--- src/core/cal_alarm_pkg.sv ---
// Shared constants and types for the calendar alarm comparator
package cal_alarm_pkg;

  localparam int unsigned data_w = 32;
  localparam int unsigned addr_w = 8;

  // Register byte offsets
  localparam logic [7:0] ctrl_off = 8'h00;
  localparam logic [7:0] calendar_off = 8'h04;
  localparam logic [7:0] interrupt_flag_off = 8'h08;
  localparam logic [7:0] event_status_off = 8'h10;
  localparam logic [7:0] event_mask_off = 8'h14;
  localparam logic [7:0] calendar_alarm_value_off = 8'h18;
  localparam logic [7:0] alarm_match_depth_select_off = 8'h1c;

  // Reset values
  localparam logic [31:0] calendar_alarm_value_rst = 32'h0000_0000;
  localparam logic [7:0] alarm_match_depth_select_rst = 8'h00;
  localparam logic [31:0] calendar_rst = 32'h0000_0000;
  localparam logic [2:0] ctrl_rst = 3'h0;
  localparam logic [1:0] event_mask_rst = 2'h0;

  // Control register bits
  localparam int unsigned ctrl_enable_bit = 0;
  localparam int unsigned ctrl_clear_on_match_bit = 1;
  localparam int unsigned ctrl_twelve_hour_bit = 2;

  // Event bits, shared by status, mask and interrupt flag layouts
  localparam int unsigned ev_alarm_bit = 0;
  localparam int unsigned ev_year_wrap_bit = 1;
  localparam int unsigned ev_w = 2;

  // Calendar field positions
  localparam int unsigned year_lsb = 26;
  localparam int unsigned year_msb = 31;
  localparam int unsigned month_lsb = 22;
  localparam int unsigned month_msb = 25;
  localparam int unsigned day_lsb = 17;
  localparam int unsigned day_msb = 21;
  localparam int unsigned hour_lsb = 12;
  localparam int unsigned hour_msb = 16;
  localparam int unsigned minute_lsb = 6;
  localparam int unsigned minute_msb = 11;
  localparam int unsigned second_lsb = 0;
  localparam int unsigned second_msb = 5;
  localparam int unsigned depth_lsb = 0;
  localparam int unsigned depth_msb = 2;

  // Match-depth selection codes
  typedef enum logic [2:0] {
    depth_off = 3'h0,
    depth_ss = 3'h1,
    depth_mmss = 3'h2,
    depth_hhmmss = 3'h3,
    depth_ddhhmmss = 3'h4,
    depth_mmddhhmmss = 3'h5,
    depth_full = 3'h6,
    depth_reserved = 3'h7
  } depth_t;

  // Field limits
  localparam logic [5:0] second_max = 6'h3b;
  localparam logic [5:0] minute_max = 6'h3b;
  localparam logic [4:0] hour24_max = 5'h17;
  localparam logic [3:0] hour12_max = 4'hc;
  localparam logic [3:0] hour12_turn = 4'hb;
  localparam logic [3:0] month_max = 4'hc;
  localparam logic [3:0] month_feb = 4'h2;
  localparam logic [4:0] day_first = 5'h01;
  localparam logic [3:0] month_first = 4'h1;
  localparam logic [3:0] hour12_first = 4'h1;

  // AHB-Lite encodings
  localparam logic [1:0] htrans_nonseq = 2'b10;
  localparam logic [1:0] htrans_seq = 2'b11;
  localparam logic hresp_okay = 1'b0;

endpackage

--- src/core/alarm_cmp_if.sv ---
// Carrier between the register block and the alarm comparator
`timescale 1ns/1ps
interface alarm_cmp_if;
  logic [31:0] alarm_value;
  logic [31:0] calendar;
  logic [2:0] depth;
  logic match;

  modport ctrl (
    output alarm_value,
    output calendar,
    output depth,
    input match
  );

  modport cmp (
    input alarm_value,
    input calendar,
    input depth,
    output match
  );
endinterface

--- src/core/alarm_field_compare.sv ---
// Depth-masked comparison of alarm value against the running calendar
`timescale 1ns/1ps
module alarm_field_compare
  import cal_alarm_pkg::*;
(
  alarm_cmp_if.cmp bus
);

  wire [31:0] field_mask;
  wire [31:0] diff;
  wire depth_valid;

  // Seconds always join once enabled; each higher field needs a deeper select
  assign field_mask[second_msb:second_lsb] = {6{bus.depth > 3'h0}};
  assign field_mask[minute_msb:minute_lsb] = {6{bus.depth > 3'h1}};
  assign field_mask[hour_msb:hour_lsb] = {5{bus.depth > 3'h2}};
  assign field_mask[day_msb:day_lsb] = {5{bus.depth > 3'h3}};
  assign field_mask[month_msb:month_lsb] = {4{bus.depth > 3'h4}};
  assign field_mask[year_msb:year_lsb] = {6{bus.depth == depth_full}};

  // Off and the reserved code never match
  assign depth_valid = (bus.depth != depth_off) && (bus.depth != depth_reserved);
  assign diff = (bus.alarm_value ^ bus.calendar) & field_mask;
  assign bus.match = depth_valid && (diff == 32'h0000_0000);

endmodule

--- src/core/calendar_alarm_compare.sv ---
// Real time calendar counter with alarm compare, AHB-Lite register slave
// Summary of operation
// - The alarm value is compared all the time with the running calendar over the enabled fields.
// - A match sets the alarm hit flag on the counter cycle after the matching one.
// - A match clears the running calendar to zero when clear-on-match is set.
// - The year field, bits 31:26, joins the compare only at match depth 6.
// - The month field, bits 25:22, joins the compare at match depth above 4.
// - The day field, bits 21:17, joins the compare at match depth above 3.
// - The hour field, bits 16:12, joins the compare at match depth above 2.
// - The minute field, bits 11:6, joins the compare at match depth above 1.
// - The second field, bits 5:0, joins the compare at match depth above 0.
// - The match depth sits in bits 2:0; zero turns the alarm off and seven is reserved.
// - Hours count 0 to 23, or 1 to 12 with bit 4 marking afternoon in twelve-hour mode.
// - Months count 1 to 12 and days run from 1 to the length of the month.
`timescale 1ns/1ps
module calendar_alarm_compare
  import cal_alarm_pkg::*;
(
  input wire logic hclk,
  input wire logic hresetn,
  input wire logic ce,
  input wire logic count_tick,
  input wire logic hsel,
  input wire logic [31:0] haddr,
  input wire logic [1:0] htrans,
  input wire logic hwrite,
  input wire logic [2:0] hsize,
  input wire logic [31:0] hwdata,
  input wire logic hready,
  output logic [31:0] hrdata,
  output logic hreadyout,
  output logic hresp,
  output logic [31:0] calendar,
  output logic alarm_hit_flag,
  output logic irq
);

  import cal_alarm_pkg::*;

  // Register state
  logic [31:0] calendar_alarm_value_reg;
  logic [7:0] alarm_match_depth_select_reg;
  logic [31:0] calendar_reg;
  logic [31:0] calendar_next;
  logic [2:0] ctrl_reg;
  logic [ev_w-1:0] interrupt_flag_reg;
  logic [ev_w-1:0] interrupt_flag_next;
  logic [ev_w-1:0] event_status_reg;
  logic [ev_w-1:0] event_status_next;
  logic [ev_w-1:0] event_mask_reg;
  logic [31:0] hrdata_reg;

  // Captured address phase
  logic wr_pend_reg;
  logic [7:0] wr_addr_reg;

  // Days in a month; a year is a leap year when its two low bits are zero
  function automatic logic [4:0] month_days(input logic [3:0] month, input logic [5:0] year);
    logic [4:0] days;
    days = 5'h1f;
    if (month == month_feb) begin
      days = (year[1:0] == 2'b00) ? 5'h1d : 5'h1c;
    end else if (month == 4'h4 || month == 4'h6 || month == 4'h9 || month == 4'hb) begin
      days = 5'h1e;
    end
    return days;
  endfunction

  // One second step of the packed calendar, with carry into every field
  function automatic logic [31:0] calendar_step(input logic [31:0] cur, input logic h12);
    logic [5:0] sec;
    logic [5:0] min;
    logic [4:0] hour;
    logic [4:0] day;
    logic [3:0] mon;
    logic [5:0] yr;
    logic carry;
    sec = cur[second_msb:second_lsb];
    min = cur[minute_msb:minute_lsb];
    hour = cur[hour_msb:hour_lsb];
    day = cur[day_msb:day_lsb];
    mon = cur[month_msb:month_lsb];
    yr = cur[year_msb:year_lsb];
    carry = 1'b0;
    if (sec >= second_max) begin
      sec = 6'h00;
      carry = 1'b1;
    end else begin
      sec = sec + 6'h01;
    end
    if (carry) begin
      carry = 1'b0;
      if (min >= minute_max) begin
        min = 6'h00;
        carry = 1'b1;
      end else begin
        min = min + 6'h01;
      end
    end
    if (carry) begin
      carry = 1'b0;
      if (h12) begin
        // 11 AM goes to 12 PM, 11 PM goes to 12 AM of the next day
        if (hour[3:0] == hour12_turn) begin
          carry = hour[4];
          hour = {~hour[4], hour12_max};
        end else if (hour[3:0] >= hour12_max) begin
          hour = {hour[4], hour12_first};
        end else begin
          hour = {hour[4], hour[3:0] + 4'h1};
        end
      end else if (hour >= hour24_max) begin
        hour = 5'h00;
        carry = 1'b1;
      end else begin
        hour = hour + 5'h01;
      end
    end
    if (carry) begin
      carry = 1'b0;
      if (day >= month_days(mon, yr)) begin
        day = day_first;
        carry = 1'b1;
      end else begin
        day = day + 5'h01;
      end
    end
    if (carry) begin
      carry = 1'b0;
      if (mon >= month_max) begin
        mon = month_first;
        carry = 1'b1;
      end else begin
        mon = mon + 4'h1;
      end
    end
    if (carry) begin
      yr = yr + 6'h01;
    end
    return {yr, mon, day, hour, min, sec};
  endfunction

  // Comparator hookup
  alarm_cmp_if cmp_bus ();

  assign cmp_bus.alarm_value = calendar_alarm_value_reg;
  assign cmp_bus.calendar = calendar_reg;
  assign cmp_bus.depth = alarm_match_depth_select_reg[depth_msb:depth_lsb];

  alarm_field_compare u_compare (
    .bus(cmp_bus.cmp)
  );

  // Bus decode
  wire addr_phase = hsel && hready && htrans[1] && ce;
  wire rd_take = addr_phase && !hwrite;
  wire wr_take = addr_phase && hwrite;
  wire [7:0] rd_addr = haddr[7:0];
  wire wr_now = wr_pend_reg && ce;

  wire wr_ctrl = wr_now && (wr_addr_reg == ctrl_off);
  wire wr_calendar = wr_now && (wr_addr_reg == calendar_off);
  wire wr_flag = wr_now && (wr_addr_reg == interrupt_flag_off);
  wire wr_mask = wr_now && (wr_addr_reg == event_mask_off);
  wire wr_alarm = wr_now && (wr_addr_reg == calendar_alarm_value_off);
  wire wr_depth = wr_now && (wr_addr_reg == alarm_match_depth_select_off);
  wire rd_status = rd_take && (rd_addr == event_status_off);

  // Counter behaviour
  wire count_enabled = ctrl_reg[ctrl_enable_bit];
  wire step = ce && count_tick && count_enabled;
  wire alarm_match = cmp_bus.match;
  wire [31:0] calendar_stepped = calendar_step(calendar_reg, ctrl_reg[ctrl_twelve_hour_bit]);
  wire year_wrap = step && (calendar_stepped[year_msb:year_lsb] == 6'h00)
                   && (calendar_reg[year_msb:year_lsb] != 6'h00);

  // Match is sampled at the counter tick, so the flag appears in the next counter cycle
  wire alarm_event = step && alarm_match;
  wire [ev_w-1:0] events = {year_wrap, alarm_event};

  // Software write of the calendar wins over a tick in the same cycle
  always_comb begin
    calendar_next = calendar_reg;
    if (wr_calendar) begin
      calendar_next = hwdata;
    end else if (alarm_event && ctrl_reg[ctrl_clear_on_match_bit]) begin
      calendar_next = calendar_rst;
    end else if (step) begin
      calendar_next = calendar_stepped;
    end
  end

  // Write one to clear; a new event in the same cycle keeps the bit set
  always_comb begin
    interrupt_flag_next = interrupt_flag_reg;
    if (wr_flag) begin
      interrupt_flag_next = interrupt_flag_reg & ~hwdata[ev_w-1:0];
    end
    interrupt_flag_next = interrupt_flag_next | events;
  end

  // Read to clear; again the set wins
  always_comb begin
    event_status_next = rd_status ? '0 : event_status_reg;
    event_status_next = event_status_next | events;
  end

  // Read mux, latched at the address phase so data come from a flip-flop
  logic [31:0] rd_value;
  always_comb begin
    unique case (rd_addr)
      ctrl_off: rd_value = {29'h0, ctrl_reg};
      calendar_off: rd_value = calendar_reg;
      interrupt_flag_off: rd_value = {30'h0, interrupt_flag_reg};
      event_status_off: rd_value = {30'h0, event_status_reg};
      event_mask_off: rd_value = {30'h0, event_mask_reg};
      calendar_alarm_value_off: rd_value = calendar_alarm_value_reg;
      alarm_match_depth_select_off: rd_value = {24'h0, alarm_match_depth_select_reg};
      default: rd_value = 32'h0000_0000;
    endcase
  end

  always_ff @(posedge hclk or negedge hresetn) begin
    if (!hresetn) begin
      wr_pend_reg <= 1'b0;
      wr_addr_reg <= 8'h00;
      hrdata_reg <= 32'h0000_0000;
    end else if (ce) begin
      wr_pend_reg <= wr_take;
      wr_addr_reg <= wr_take ? haddr[7:0] : wr_addr_reg;
      hrdata_reg <= rd_take ? rd_value : hrdata_reg;
    end
  end

  always_ff @(posedge hclk or negedge hresetn) begin
    if (!hresetn) begin
      ctrl_reg <= ctrl_rst;
      event_mask_reg <= event_mask_rst;
      calendar_alarm_value_reg <= calendar_alarm_value_rst;
      alarm_match_depth_select_reg <= alarm_match_depth_select_rst;
    end else begin
      if (wr_ctrl) begin
        ctrl_reg <= hwdata[2:0];
      end
      if (wr_mask) begin
        event_mask_reg <= hwdata[ev_w-1:0];
      end
      if (wr_alarm) begin
        calendar_alarm_value_reg <= hwdata;
      end
      // Only the select bits are stored; the rest read as zero
      if (wr_depth) begin
        alarm_match_depth_select_reg <= {5'h00, hwdata[depth_msb:depth_lsb]};
      end
    end
  end

  always_ff @(posedge hclk or negedge hresetn) begin
    if (!hresetn) begin
      calendar_reg <= calendar_rst;
      interrupt_flag_reg <= '0;
      event_status_reg <= '0;
    end else if (ce) begin
      calendar_reg <= calendar_next;
      interrupt_flag_reg <= interrupt_flag_next;
      event_status_reg <= event_status_next;
    end
  end

  // Zero wait states; while ce is low the slave stalls the bus
  assign hreadyout = ce;
  assign hresp = hresp_okay;
  assign hrdata = hrdata_reg;
  assign calendar = calendar_reg;
  assign alarm_hit_flag = interrupt_flag_reg[ev_alarm_bit];
  assign irq = |(event_status_reg & event_mask_reg);

endmodule

--- config.mk ---
export PLATFORM = sky130hd
export DESIGN_NAME = calendar_alarm_compare
export DESIGN_NICKNAME = d
export VERILOG_FILES = /design/src/core/cal_alarm_pkg.sv /design/src/core/alarm_cmp_if.sv /design/src/core/alarm_field_compare.sv /design/src/core/calendar_alarm_compare.sv
export SDC_FILE = /design/constraint.sdc
export NUM_CORES = 1
export LEC_CHECK = 0
export BUFFER_PORTS_ARGS = -buffer_cell sky130_fd_sc_hd__buf_4
export CAP_MARGIN = 0
export CORE_AREA = 2 2 153 155
export DETAILED_ROUTE_END_ITERATION = 12
export DIE_AREA = 0 0 155 157
export SYNTH_ARGS = -nofsm -noshare
export SYNTH_HDL_FRONTEND = slang
export SYNTH_SLANG_ARGS = --single-unit
--- constraint.sdc ---
create_clock -name hclk -period 4.6 [get_ports hclk]
set_input_delay 0.92 -clock hclk [delete_from_list [all_inputs] [get_ports hclk]]
set_output_delay 0.92 -clock hclk [all_outputs]
set_load 0.01 [all_outputs]
==> metrics.txt, run 1 <==
outcome=complete, no violations; slew margin rel.=0.348; top_reg_cell synth=dfrtp_1; Hold Vio Cnt, Final=0; CTS tree=built; Static Leak=3.64 nW; grt ovf=0; Hold Path Stages=2; critical path cell sequence=inv_1 > ha_1 > nand2b_1 > a21oi_1 > nor2_1 > ha_1 > nand2b_1 > a21oi_1 > or3b_1 > or4_4 > nor4b_1 > a32oi_1 > o21ai_1; R2R depth=13; family with the most delay on the worst path=simple AND/OR/NAND/NOR gates; most frequent cells after synthesis=dfrtp_1 (117), nand2_1 (82), o21ai_0 (62); ratio of cells with drive above 1 in the final layout=0.275; fin util=0.372; Cell variety after synth=69; global-route wire length before repair=roughly 33000 um; H-Tree Depth=4; DRC=0; CP Capture Type=register; Detailed Route Iter0 Violations=380; Slew Limit Fails=0; post-layout min period=3.57 ns; sequential element share of the synthesized area=0.437; CP Buf/Inv Count=1; Clock Latency Late Sink=about 0.43 ns; clock root cell=clkbuf_16; Avg WL per Cell=between 15 and 20 um; Rows=55; Layout Cells excl Fill=roughly 1100; area grow syn2layout=25.0%; critical-path maximum fanout=11; post-synth top area cell=dfrtp_1; Vias/cell=roughly 5.3; Netlist Area Pre-Place=around 6700 um^2; die area=24300 um^2; Port Buf Inserts=between 100 and 150; worst slew pin tran=~0.98 ns; Syn. warnings=0; hold crit path type=register to register; Post-CTS Hold Fix Bufs=0; final worst-path cycle share=0.776; Max clock buf depth=2; Setup Buffers After CTS=0; Nets=just under 900; filler instances=~2200; initial antenna violation count=0; syn avg cell area=~9.5 um^2; PwrDens=between 300 and 400 nW/um^2; Peak Freq=~0.28 GHz; Initial Util=0.298; MaxCap Viol Count=0; clock-pin transition on the worst setup and hold timing paths=approximately 0.060 ns; peak supply drop=between 200 and 300 uV; crit path DAT=~4 ns; EDFF count, synth=0; largest net degree at the start of global routing=48; Synth Instances=707; Die Height=roughly 160 um; CTS sink cnt=117; Yosys reg bits=approximately 120; HPWL Detailed=14700 um; placed insts=between 1000 and 1500; Net Count, Synth=between 700 and 800; RSZ-0062 raised after global routing=false; PostCTS Resize Cnt=0; core area=approximately 23000 um^2; share of the synthesized area in the top cell type=0.437; synth top area cells=dfrtp_1 (44%), mux2_2 (8.2%), o21ai_0 (4.6%); setup_tns=0 ns; setup violators final=0; TritonCTS Buffers=17; post-route ant nets=0; type of the worst setup path=register to register; die width=~160 um; Worst path slowest cell=or4_4; CP Depth=13; slowest cell delay on critical path=between 0.6 and 0.7 ns; IO Count=between 100 and 150; FFs w/ async S/R, synth=1.00; GRT Total Usage=0.174; count leader, synth=dfrtp_1; drt total wl=20700 um; Max Clock Skew=about 0.013 ns; total number of vias=between 5000 and 6000; WP data required=4.95 ns; DR pass1 iterations=5; startpoint types=register; number of global-route vias before repair=5654; GPL Wtd Cong=between 0.8 and 0.9
[metal layers]
| metal | wire length (um) | vias to the layer above | global-route usage | share of wire |
|---|---|---|---|---|
| li1 | - | 2745 | - | - |
| met1 | 9490 | 2899 | 0.234 | 0.46 |
| met2 | 9900 | 166 | 0.285 | 0.48 |
| met3 | 1070 | 16 | 0.0341 | 0.052 |
| met4 | 235 | 0 | 0.0485 | 0.011 |
| met5 | 0 | - | 0 | 0 |
[where the power goes]
group	total [mW]	switching (mW)	internal [mW]	leakage (nW)
logic	0.508	0.256	0.252	1.77
clock network	1.45	0.526	0.926	0.311
registers	1.25	0.148	1.10	1.56
[worst min-delay path, stage by stage (launching register included)]
cell,delay (ns)
dfrtp_1,0.34
nand2_1,0.04
o21ai_0,0.06
[cell type report]
class / instances / area [um^2] / share of cell area
flip-flops and latches: 117 / 2930 / 0.349
well taps: 285 / 357 / 0.0426
diodes: 1 / 2.50 / 0.000299
clock buffers: 18 / 439 / 0.0524
repair buffers: 127 / 953 / 0.114
inverters: 16 / 60.1 / 0.00717
clock inverters: 14 / 199 / 0.0237
multi-input cells: 514 / 3440 / 0.411
[per-stage QoR]
| stage | power [mW] | instance area (um^2) | setup WS [ns] | hold slack (ns) |
|---|---|---|---|---|
| 6_report | 3.21 | 8380 | 1.03 | 0.480 |
| 5_1_grt | 3.33 | 8380 | 0.815 | 0.504 |
| 4_1_cts | 3.23 | 8380 | 1.04 | 0.486 |
| 3_5_place_dp | 1.77 | 7740 | 1.09 | 0.473 |
| 3_3_place_gp | 1.76 | 7740 | 1.13 | 0.467 |
| 2_1_floorplan | 1.54 | 6710 | 1.42 | 0.447 |
[cell families (layout without fill, tap and decap cells)]
logic type / count (synthesis) / count (layout) / synth area share
DFF: 117 / 117 / 0.437
buffers and inverters: 76 / 175 / 0.0515
other: 1 / 2 / 0.000559
AOI/OAI and AO/OA: 202 / 202 / 0.198
muxes: 56 / 56 / 0.0927
and+or+nand+nor: 210 / 210 / 0.155
xor gates and xnor gates: 33 / 33 / 0.0431
adders and majority gates: 12 / 12 / 0.0224
[worst paths after layout]
| kind | start | endpoint | slack [ns] |
|---|---|---|---|
| max | calendar[26] | calendar[31] | 1.03 |
| min | hrdata[31] | hrdata[31] | 0.48 |
| max in group asynchronous | hresetn | calendar_alarm_value_reg[18] | 3.10 |
| max reg2reg | calendar[26] | calendar[31] | 1.03 |
| min in group asynchronous | hresetn | hrdata[28] | 0.51 |
| min reg2reg | hrdata[31] | hrdata[31] | 0.48 |
[layout by cell type, fill, tap and decap left out, types with 7 or more instances in the layout]
cell and instances:
nand2_1 82, clkbuf_16 17, dfrtp_1 117, mux2i_1 7, xnor2_1 27, a22oi_1 34, a21oi_1 35, buf_4 127
inv_1 16, nor2_1 34, nand4_1 9, nor3_1 11, nand3_1 24, ha_1 12, o21ai_0 62, mux2_2 49
Power figures use the tool's default switching activity.
==> inputs of run 2 (changes only) <==
- clock period: 4.6 -> 3.6 ns (I/O delays scaled with it)
==> metrics.txt, run 2 (synthesized netlist as in run 1, its figures left out) <==
outcome=complete, no violations; die area=24300 um^2 (unchanged); ratio of cells with drive above 1 in the final layout=0.282 (+0.00677); Setup Buffers After CTS=0 (unchanged); area grow syn2layout=25.9%; GPL Wtd Cong=0.844 (+1.4%); Avg WL per Cell=18.9 um (-0.42%); IO Count=144 (unchanged); Clock Latency Late Sink=0.43 ns (about the same); Placed Area=7820 um^2 (+1.1%); grt ovf=0 (unchanged); peak supply drop=338 uV (+19%); Post-CTS Hold Fix Bufs=0 (unchanged); hold crit path type=input port to async pin; drt total wl=20800 um (+0.31%); R2R Setup Slk=0.45 ns (-0.58 ns); Critical Path Source=calendar[23]; filler instances=2251 (+1.4%); die width=155 um (unchanged); global-route wire length before repair=32900 um (+0.91%); PwrDens=483 nW/um^2 (+26%); Static Leak=3.68 nW (+1.2%); post-route ant nets=0 (unchanged); DRC=0 (unchanged); Slew Limit Fails=0 (unchanged); clock-pin transition on the worst setup and hold timing paths=0.06 ns (about the same); post-layout min period=3.15 ns (-0.418 ns); startpoint types=register; worst slew pin tran=0.952 ns (-0.0230 ns); number of global-route vias before repair=5748 (+1.7%); GRT Total Usage=0.176 (+0.00168); HPWL Detailed=14800 um (+1.0%); WP data required=3.94 ns (-1.01 ns); Max clock buf depth=2 (unchanged); RSZ-0062 raised after global routing=false; H-Tree Depth=4 (unchanged); total number of vias=5855 (+0.50%); PostCTS Resize Cnt=0 (unchanged); placed insts=1070 (+1.0%); initial antenna violation count=0 (unchanged); crit path DAT=3.50 ns (-0.42 ns); core area=22500 um^2 (unchanged); most frequent cells in the layout=buf_4 (138), dfrtp_1 (117), nand2_1 (82); Vias/cell=5.32 (-0.23%); CTS tree=built; Die Height=157 um (unchanged); Port Buf Inserts=114 (unchanged); Hold Vio Cnt, Final=0 (unchanged); Nets=892 (+1.2%); slew margin rel.=0.365 (+0.0171); Peak Freq=0.317 GHz (+13%); type of the worst setup path=register to register; Initial Util=0.298 (unchanged); critical-path maximum fanout=8 (-3); MaxCap Viol Count=0 (unchanged); reg2reg end=calendar[26]; setup violators final=0 (unchanged); R2R depth=12 (-1); setup_tns=0 ns (unchanged); TritonCTS Buffers=17 (unchanged); Rows=55 (unchanged); Layout Cells excl Fill=1100 (+0.73%); most common cell after layout, fill and taps aside=buf_4; final worst-path cycle share=0.876 (+0.0996); largest net degree at the start of global routing=70 (+46%); RR Startpoint=calendar[23]; # diodes=0 (-1); Max Clock Skew=0.0138 ns (+0.000875 ns); DR pass1 iterations=5 (unchanged); CTS sink cnt=117 (unchanged); Setup crit end=calendar[26]; CP Capture Type=register; Detailed Route Iter0 Violations=340 (-11%); clock root cell=clkbuf_16; post-route design area=8440 um^2 (+0.76%)
run 2: report_power, final:
| group | switching [mW] | leakage [nW] | total [mW] | internal, mW |
|---|---|---|---|---|
| Clock | 0.613 | 0.305 | 1.81 | 1.20 |
| Combinational | 0.329 | 1.82 | 0.665 | 0.336 |
| Sequential | 0.192 | 1.56 | 1.60 | 1.41 |
| Total | 1.13 | 3.68 | 4.08 | 2.95 |
run 2: how the worst min path moves through the flow:
stage	startpoint	to	slack, ns	cells past startpoint
global placement	hrdata[1]	hrdata[1]	0.46	2
global route	hresetn	calendar_alarm_value_reg[29]	0.50	1
finish	hresetn	calendar_alarm_value_reg[29]	0.42	1
detailed placement	hrdata[12]	hrdata[12]	0.47	2
CTS	hresetn	calendar_alarm_value_reg[29]	0.47	1
floorplan	hresetn	alarm_match_depth_select_reg[0]	0.42	0
run 2: final cells by class:
type,instances,area [um^2],share of cell area
inverter,16,60.1,0.00711
sequential,117,2930,0.347
timing repair buffer,138,1040,0.123
tap,285,357,0.0422
clock buffer,21,470,0.0557
clock inverter,9,151,0.0179
multi-input combinational,514,3440,0.408
run 2: worst max-delay path, cell delays in order, from the launching register on:
cell	delay, ns
dfrtp_1	0.54
ha_1	0.25
o21ai_0	0.09
a21oi_1	0.13
nor2_1	0.07
ha_1	0.26
nand2b_1	0.09
a21oi_1	0.07
or3b_1	0.41
or4_4	0.61
a2111oi_4	0.33
a31oi_1	0.08
a21oi_1	0.15
run 2: through the flow:
step	hold slack [ns]	util	worst slack [ns]	total power [mW]
4_1_cts	0.473	0.375	0.478	4.10
6_report	0.416	0.375	0.448	4.08
5_1_grt	0.499	0.375	0.106	4.27
2_1_floorplan	0.424	-	0.422	1.97
3_3_place_gp	0.464	0.348	0.536	2.28
3_5_place_dp	0.473	0.348	0.526	2.29
run 2: metal layers:
layer | up-vias | share of wire | global-route usage
li1 | 2760 | - | -
met1 | 2888 | 0.46 | 0.238
met2 | 175 | 0.47 | 0.280
met3 | 32 | 0.042 | 0.0344
met4 | 0 | 0.021 | 0.0639
met5 | - | 0 | 0
